--- config.mk ---
export PLATFORM = sky130hd
export DESIGN_NAME = acdp_aux_control
export DESIGN_NICKNAME = d
export VERILOG_FILES = /design/src/rtl/acdp_pkg.sv /design/src/rtl/acdp_aux_control.sv
export VERILOG_INCLUDE_DIRS = /design/src /design/src/rtl
export SDC_FILE = /design/constraint.sdc
export NUM_CORES = 1
export LEC_CHECK = 0
export BUFFER_PORTS_ARGS = -buffer_cell sky130_fd_sc_hd__buf_4
export CAP_MARGIN = 20
export CELL_PAD_IN_SITES_DETAIL_PLACEMENT = 1
export CELL_PAD_IN_SITES_GLOBAL_PLACEMENT = 1
export CORE_UTILIZATION = 50
export CTS_CLUSTER_SIZE = 16
export DETAILED_ROUTE_END_ITERATION = 7
export GPL_ROUTABILITY_DRIVEN = 0
export MAX_ROUTING_LAYER = met4
export PLACE_DENSITY_LB_ADDON = 0.1
export SYNTH_ARGS = -nofsm -noshare
export SYNTH_HDL_FRONTEND = slang
export SYNTH_SLANG_ARGS = --single-unit
--- constraint.sdc ---
create_clock -name ref_clk -period 4.55 [get_ports ref_clk]
set_input_delay 0.455 -clock ref_clk [delete_from_list [all_inputs] [get_ports ref_clk]]
set_output_delay 0.455 -clock ref_clk [all_outputs]
set_load 0.01 [all_outputs]
--- src/rtl/acdp_defs.svh ---
`ifndef ACDP_DEFS_SVH
`define ACDP_DEFS_SVH

// ****************************************
// Register map
// ****************************************
`define ACDP_AUX_CONTROL_ADDR   8'ha2
`define ACDP_AUX_CONTROL_RESET  8'h00
`define ACDP_PTR_LOW_ADDR       8'h82
`define ACDP_PTR_HIGH_ADDR      8'h83

// ****************************************
// Field positions
// ****************************************
`define ACDP_SELECT_BIT         0
`define ACDP_RSVD_BIT           1
`define ACDP_ZERO_BIT           2
`define ACDP_SOFT_RESET_BIT     3

// ****************************************
// Code and data space map
// ****************************************
`define ACDP_SIG0_ADDR          16'hfc30
`define ACDP_SIG1_ADDR          16'hfc31
`define ACDP_SIG2_ADDR          16'hfc60
`define ACDP_CUST_BASE          16'hfce0
`define ACDP_CUST_LAST          16'hfcff
`define ACDP_CFG1_ADDR          16'hfd00
`define ACDP_RESTART_ADDR       16'h0000

`endif

--- src/rtl/acdp_pkg.sv ---
package acdp_pkg;
    typedef enum logic [2:0]
    {
        ACDP_OP_NONE,
        ACDP_OP_INC,
        ACDP_OP_LOAD,
        ACDP_OP_JMP,
        ACDP_OP_CODE_READ,
        ACDP_OP_XDATA_READ,
        ACDP_OP_XDATA_WRITE
    } acdp_op_t;
endpackage

--- src/rtl/acdp_aux_control.sv ---
// Overview of operation
// - Writing aux_control with bit 3 set resets all registers and both pointers but keeps the customer area, restarting at 0000.
// - pointer_select_bit chooses which of two data pointers every pointer instruction uses.
// - The unselected data pointer is unreachable until the select bit changes.
// - Pointer increment adds one to the selected pointer only.
// - Immediate load writes the 16-bit constant into the selected pointer only.
// - Indirect jump target is accumulator plus selected pointer.
// - Code byte read fetches byte at accumulator plus selected pointer.
// - External data moves, read and write, address with the selected pointer.
// - Pointer high and low byte accesses act on the selected pointer.
// - Bit 2 of aux_control reads zero and ignores writes.
// - No external bus; external moves only read on-chip configuration.
// - Signature bytes return at code addresses FC30h, FC31h, FC60h.
// - Customer data area of 32 bytes readable from FCE0h to FCFFh.
// - First user config byte readable by external move read at FD00h.
`timescale 1ns/1ns
`default_nettype none
`include "acdp_defs.svh"

module acdp_aux_control
    import acdp_pkg::*;
#(
    parameter logic [7:0] SIG0_VALUE = 8'h11,  // Arbitrary value
    parameter logic [7:0] SIG1_VALUE = 8'h22,  // Arbitrary value
    parameter logic [7:0] SIG2_VALUE = 8'h33,  // Arbitrary value
    parameter int         CUST_DEPTH = 32
)
(
    input  wire logic        ref_clk,
    input  wire logic        rst_n,
    input  wire logic        bus_wr,
    input  wire logic        bus_rd,
    input  wire logic [7:0]  bus_addr,
    input  wire logic [7:0]  bus_wdata,
    output logic      [7:0]  bus_rdata_q,
    input  wire acdp_op_t    op,
    input  wire logic [7:0]  acc,
    input  wire logic [15:0] imm16,
    input  wire logic [7:0]  cfg1_byte,
    input  wire logic        cust_wr,
    input  wire logic [4:0]  cust_waddr,
    input  wire logic [7:0]  cust_wdata,
    output logic      [15:0] jump_target_q,
    output logic             jump_valid_q,
    output logic      [15:0] xdata_addr_q,
    output logic      [7:0]  read_data_q,
    output logic             read_valid_q,
    output logic             chip_reset_q
);

    // ****************************************
    // State
    // ****************************************
    logic [7:0]  aux_q;
    logic [15:0] ptr_q [2];
    logic [7:0]  cust_mem [CUST_DEPTH];
    logic        sel;
    logic [15:0] cur_ptr;
    logic        aux_wr;
    logic        sync_rst;

    function automatic logic [7:0] code_byte(input logic [15:0] a);
        logic [7:0] r;
        r = 8'h00;
        if (a == `ACDP_SIG0_ADDR)
            r = SIG0_VALUE;
        else if (a == `ACDP_SIG1_ADDR)
            r = SIG1_VALUE;
        else if (a == `ACDP_SIG2_ADDR)
            r = SIG2_VALUE;
        else if (a >= `ACDP_CUST_BASE && a <= `ACDP_CUST_LAST)
            r = cust_mem[a[4:0]];
        return r;
    endfunction

    assign sel      = aux_q[`ACDP_SELECT_BIT];
    assign cur_ptr  = ptr_q[sel];
    assign aux_wr   = bus_wr && bus_addr == `ACDP_AUX_CONTROL_ADDR;
    assign sync_rst = !rst_n || chip_reset_q;

    // ****************************************
    // Aux control register
    // ****************************************
    always_ff @(posedge ref_clk)
    begin
        if (sync_rst)
            aux_q <= `ACDP_AUX_CONTROL_RESET;
        else if (aux_wr)
        begin
            aux_q <= bus_wdata;
            aux_q[`ACDP_ZERO_BIT] <= 1'b0;
        end
    end

    // Soft reset pulse, one cycle, self clearing
    always_ff @(posedge ref_clk)
    begin
        if (!rst_n)
            chip_reset_q <= 1'b0;
        else
            chip_reset_q <= aux_wr && bus_wdata[`ACDP_SOFT_RESET_BIT]
                            && !chip_reset_q;
    end

    // ****************************************
    // Dual data pointers
    // ****************************************
    always_ff @(posedge ref_clk)
    begin
        if (sync_rst)
        begin
            ptr_q[0] <= 16'h0000;
            ptr_q[1] <= 16'h0000;
        end
        else if (op == ACDP_OP_INC)
            ptr_q[sel] <= cur_ptr + 16'h0001;
        else if (op == ACDP_OP_LOAD)
            ptr_q[sel] <= imm16;
        else if (bus_wr && bus_addr == `ACDP_PTR_LOW_ADDR)
            ptr_q[sel][7:0] <= bus_wdata;
        else if (bus_wr && bus_addr == `ACDP_PTR_HIGH_ADDR)
            ptr_q[sel][15:8] <= bus_wdata;
    end

    // Customer area load path; never an instruction source
    always_ff @(posedge ref_clk)
    begin
        if (cust_wr)
            cust_mem[cust_waddr] <= cust_wdata;
    end

    // ****************************************
    // Register read port
    // ****************************************
    always_ff @(posedge ref_clk)
    begin
        if (sync_rst)
            bus_rdata_q <= 8'h00;
        else if (bus_rd)
        begin
            unique case (bus_addr)
                `ACDP_AUX_CONTROL_ADDR: bus_rdata_q <= aux_q;
                `ACDP_PTR_LOW_ADDR:     bus_rdata_q <= cur_ptr[7:0];
                `ACDP_PTR_HIGH_ADDR:    bus_rdata_q <= cur_ptr[15:8];
                default:                bus_rdata_q <= 8'h00;
            endcase
        end
    end

    // ****************************************
    // Pointer-based instruction effects
    // ****************************************
    always_ff @(posedge ref_clk)
    begin
        if (sync_rst)
        begin
            jump_target_q <= `ACDP_RESTART_ADDR;
            jump_valid_q  <= 1'b0;
            xdata_addr_q  <= 16'h0000;
            read_data_q   <= 8'h00;
            read_valid_q  <= 1'b0;
        end
        else
        begin
            jump_valid_q <= op == ACDP_OP_JMP;
            read_valid_q <= op == ACDP_OP_CODE_READ || op == ACDP_OP_XDATA_READ;
            if (op == ACDP_OP_JMP)
                jump_target_q <= cur_ptr + {8'h00, acc};
            if (op == ACDP_OP_CODE_READ)
                read_data_q <= code_byte(cur_ptr + {8'h00, acc});
            if (op == ACDP_OP_XDATA_READ || op == ACDP_OP_XDATA_WRITE)
                xdata_addr_q <= cur_ptr;
            if (op == ACDP_OP_XDATA_READ)
                read_data_q <= (cur_ptr == `ACDP_CFG1_ADDR) ? cfg1_byte
                                                            : 8'h00;
        end
    end
endmodule
`default_nettype wire

==> metrics.md <==
| Metric | Value |
|---|---|
| Length in cells of the worst reg-to-reg path | 12 |
| H-tree level count | 2 |
| Number of library cell types mapped by synthesis | 69 |
| Maximum resistive drop on vdd | ~0.00034 V |
| Post-CTS Hold Fix Bufs | 0 |
| Core occupancy in the finished layout | 0.594 |
| Hold Fails Final Rpt | 0 |
| Fraction of the mapped netlist area in compound gates | 0.0703 |
| Crit path buf inv count | 2 |
| Wirelength, routed | around 40000 um |
| Share of Yosys cell area claimed by the top area cell type | 0.571 |
| Critical-path cell list | buf_4, mux2i_1, inv_1, ha_1, o211a_4, a2111oi_4, or3b_2, a2111oi_4, o211ai_1, o41ai_1, a21oi_1, a21oi_1 |
| Synthesized-area fraction occupied by and/or/nand/nor cells | 0.0899 |
| Post-DP HPWL | around 28000 um |
| Delay of the slowest cell on the worst path | 0.62 ns |
| Die Height | roughly 180 um |
| CP Max Fanout | 10 |
| 1st-iter DRT viols | 695 |
| Final non-filler cell total | approximately 1.6k |
| Post-placement worst setup slack | just over 0.6 ns |
| Endpoint of the most critical register-to-register path | read_data_q[4] |
| Proportion of layout cells with a drive suffix above 1 | 0.272 |
| Count of vias placed by the detailed router | ~9k |
| Fin Clk Skew | ~0.016 ns |
| Clock tree from TritonCTS | done |
| Number of nets produced by synthesis | approximately 1.1k |
| Standard cell with the maximum stage delay on the critical path | sky130_fd_sc_hd__o41ai_1 |
| Clock sink count | 347 |
| CP Depth | 12 |
| Post-CTS setup repair buffer count | 0 |
| CP required | about 5.0 ns |
| Startpoint class of the critical path | flop |
| Final global-route overflow total | 0 |
| Net total in the final layout | 1221 |
| Placement Cell Area | about 17000 sq um |
| Final max-slew violation count | 0 |
| Reg clk slew, reported paths | approximately 0.060 ns |
| Mux share of post-synthesis cell area | 0.145 |
| Final Cell Area | 17700 sq um |
| Clock Path Buffers | 3 |
| RSZ-0062 raised after global routing | false |
| Max Cap Viol | 0 |
| F_max | ~250 MHz |
| GRT Total Usage | 0.272 |
| Number of storage elements in the synthesis netlist | 347 |
| Overall die area | about 31000 sq um |
| Synth Instances | ~1k |
| Max transition margin | 0.346 |
| Area used by sequential logic in the layout | 9830 sq um |
| LEAKAGE | about 6 nW |
| Initial core utilization | 0.510 |
| Number of instances resized during post-cts repair | 0 |
| Ys async rst share | 0 |
| Clock tree root driver cell | sky130_fd_sc_hd__clkbuf_16 |
| Path type of the worst min-delay path | in -> reg |
| Largest net degree at the start of global routing | 64 |
| Power Total | 7.32 mW |
| Die width | 176 um |
| Synth cell count leaders | sky130_fd_sc_hd__edfxtp_1, sky130_fd_sc_hd__nor2_1, sky130_fd_sc_hd__mux4_2 |
| Dominant combinational cell family by area after synthesis | multiplexers |
| Wire length of the first global-routing pass | 60000 um |
| CP arrival | around 4.5 ns |
| Synth-to-layout area growth | 16.6% |
| DR WL/cell | ~25 um |
| Kind of end point of the critical path | flop |
| Post-Synth XOR/XNOR Area | 0.0155 |
| Fill cell instance count of the final layout | ~2.8k |
| Placement row count | 63 |
| Tightest Pin Transition | 0.977 ns |
| Area of the core region | roughly 30000 sq um |
| Number of cells in the design after placement | ~1.5k |
| Drt pass-1 iters | 5 |
| Status | complete, no violations |
| Ports placed on the boundary | 120 |
| Leading cell type by number of instances after synthesis | sky130_fd_sc_hd__edfxtp_1 |
| Worst hold slack | 0.219 ns |
| Antenna Nets Post-Route | 0 |
| Final setup violation count | 0 |
| Insertion delay of the later-clocked pin in the worst-skew pair | roughly 0.53 ns |
| Number of input and output port buffers inserted | about 120 |
| Delay-heaviest family, CP | compound AO/OA/AOI/OAI gates |
| Multi-input gate area | a little over 5000 sq um |
| Synth Area per Inst | 15.0 sq um |
| Critical path class | reg -> reg |
| Cell types occupying the most area after synthesis | sky130_fd_sc_hd__edfxtp_1, sky130_fd_sc_hd__mux4_2, sky130_fd_sc_hd__dfxtp_1 |
| Fraction of the mapped netlist area in adder cells | 0.00958 |
| Vias per cell | between 5 and 6 |
| Worst path setup slack after routing | 0.529 ns |
| Share of the cycle needed by the critical path after routing | 0.884 |
| Synth warn | 0 |
| Number of global-route vias before repair | between 9k and 10k |
| Crit path time final | 4.02 ns |
| Number of synthesized flops with an enable pin | around 290 |
| Antenna diodes | 0 |
| Number of remaining DRC errors | 0 |
| Number of clock buffers inserted by TritonCTS | 38 |
| Internal reg-to-reg setup slack | approximately 0.53 ns |
| Worst setup path endpoint | read_data_q[4] |
| Antenna violations before repair | 0 |
| Library cell with the largest summed area after synthesis | sky130_fd_sc_hd__edfxtp_1 |
| Primary flip-flop cell chosen by synthesis mapping | sky130_fd_sc_hd__edfxtp_1 |
| Netlist Area Pre-Place | approximately 15000 sq um |
| Accumulated negative setup slack | 0 ns |
| Power density of the placed cells | approximately 410 nW/um^2 |
| Seq/Total Area, Yosys | 0.649 |
cells by family after synthesis:
group / Yosys count
xor gates and xnor gates: 26
buffers and inverters: 70
and+or+nand+nor: 281
muxes: 123
DFF: 347
AOI/OAI and AO/OA: 153
adders and majority gates: 11
area by class of cell:
class,instances,share of cell area
Sequential cell,347,0.556
Timing Repair Buffer,146,0.0642
Clock inverter,18,0.00652
Clock buffer,48,0.0562
Multi-Input combinational cell,594,0.286
Tap cell,390,0.0276
Inverter,14,0.00297
worst min-delay path by stage:
stage	startpoint	endpoint	slack, ns	depth (start not counted)
detailed placement	jump_target_q[14]	jump_target_q[14]	0.45	2
global route	cfg1_byte[4]	read_data_q[4]	0.21	3
finish	cfg1_byte[4]	read_data_q[4]	0.22	3
CTS	cfg1_byte[4]	read_data_q[4]	0.20	3
floorplan	aux_q[1]	aux_q[1]	0.44	2
global placement	jump_target_q[15]	jump_target_q[15]	0.44	2
sequential cells by signal, summed over array words and instances, names as in the netlist, named ones only:
register / flops
ptr_q: 32
read_valid_q: 1
bus_rdata_q: 8
jump_target_q: 16
jump_valid_q: 1
chip_reset_q: 1
xdata_addr_q: 16
read_data_q: 8
aux_q: 7
cust_mem: 256
placed cells by master (no fill, tap or decap), drive strengths merged, types with 7 or more instances in the layout:
| cell type | synthesis | layout |
|---|---|---|
| mux4 | 76 | 76 |
| buf | 21 | 146 |
| o211ai | 13 | 13 |
| clkinv | 0 | 16 |
| o22ai | 9 | 9 |
| a211oi | 24 | 24 |
| edfxtp | 288 | 288 |
| nor2 | 122 | 122 |
| nand2b | 7 | 7 |
| a21oi | 51 | 51 |
| nor3 | 8 | 8 |
| o21ai | 25 | 25 |
| inv | 14 | 15 |
| clkbuf | 35 | 48 |
| dfxtp | 59 | 59 |
| ha | 10 | 10 |
| nand2 | 55 | 55 |
| xnor2 | 20 | 20 |
| mux2i | 35 | 35 |
| nand3 | 23 | 23 |
| nand3b | 12 | 12 |
| nor2b | 18 | 18 |
| mux2 | 12 | 12 |
worst register-to-register path, cell delays in order (launching register included):
cell,delay [ns]
sky130_fd_sc_hd__dfxtp_1,0.53
sky130_fd_sc_hd__buf_4,0.23
sky130_fd_sc_hd__mux2i_1,0.26
sky130_fd_sc_hd__inv_1,0.17
sky130_fd_sc_hd__ha_1,0.50
sky130_fd_sc_hd__o211a_4,0.25
sky130_fd_sc_hd__a2111oi_4,0.08
sky130_fd_sc_hd__or3b_2,0.53
sky130_fd_sc_hd__a2111oi_4,0.37
sky130_fd_sc_hd__o211ai_1,0.16
sky130_fd_sc_hd__o41ai_1,0.62
sky130_fd_sc_hd__a21oi_1,0.11
sky130_fd_sc_hd__a21oi_1,0.15
power by group:
| group | internal, mW | switching, mW | total, mW |
|---|---|---|---|
| Sequential | 3.50 | 0.0285 | 3.53 |
| Clock | 1.55 | 1.20 | 2.75 |
| Combinational | 0.464 | 0.566 | 1.03 |
| Total | 5.52 | 1.80 | 7.32 |
routing by layer:
| metal | vias to the layer above | GRT usage | share of wire |
|---|---|---|---|
| li1 | 4174 | - | - |
| met1 | 4698 | 0.337 | 0.41 |
| met2 | 314 | 0.469 | 0.51 |
| met3 | 76 | 0.0357 | 0.052 |
| met4 | 0 | 0.0797 | 0.028 |
| met5 | - | - | 0 |
(Power assumes the default switching activity.)
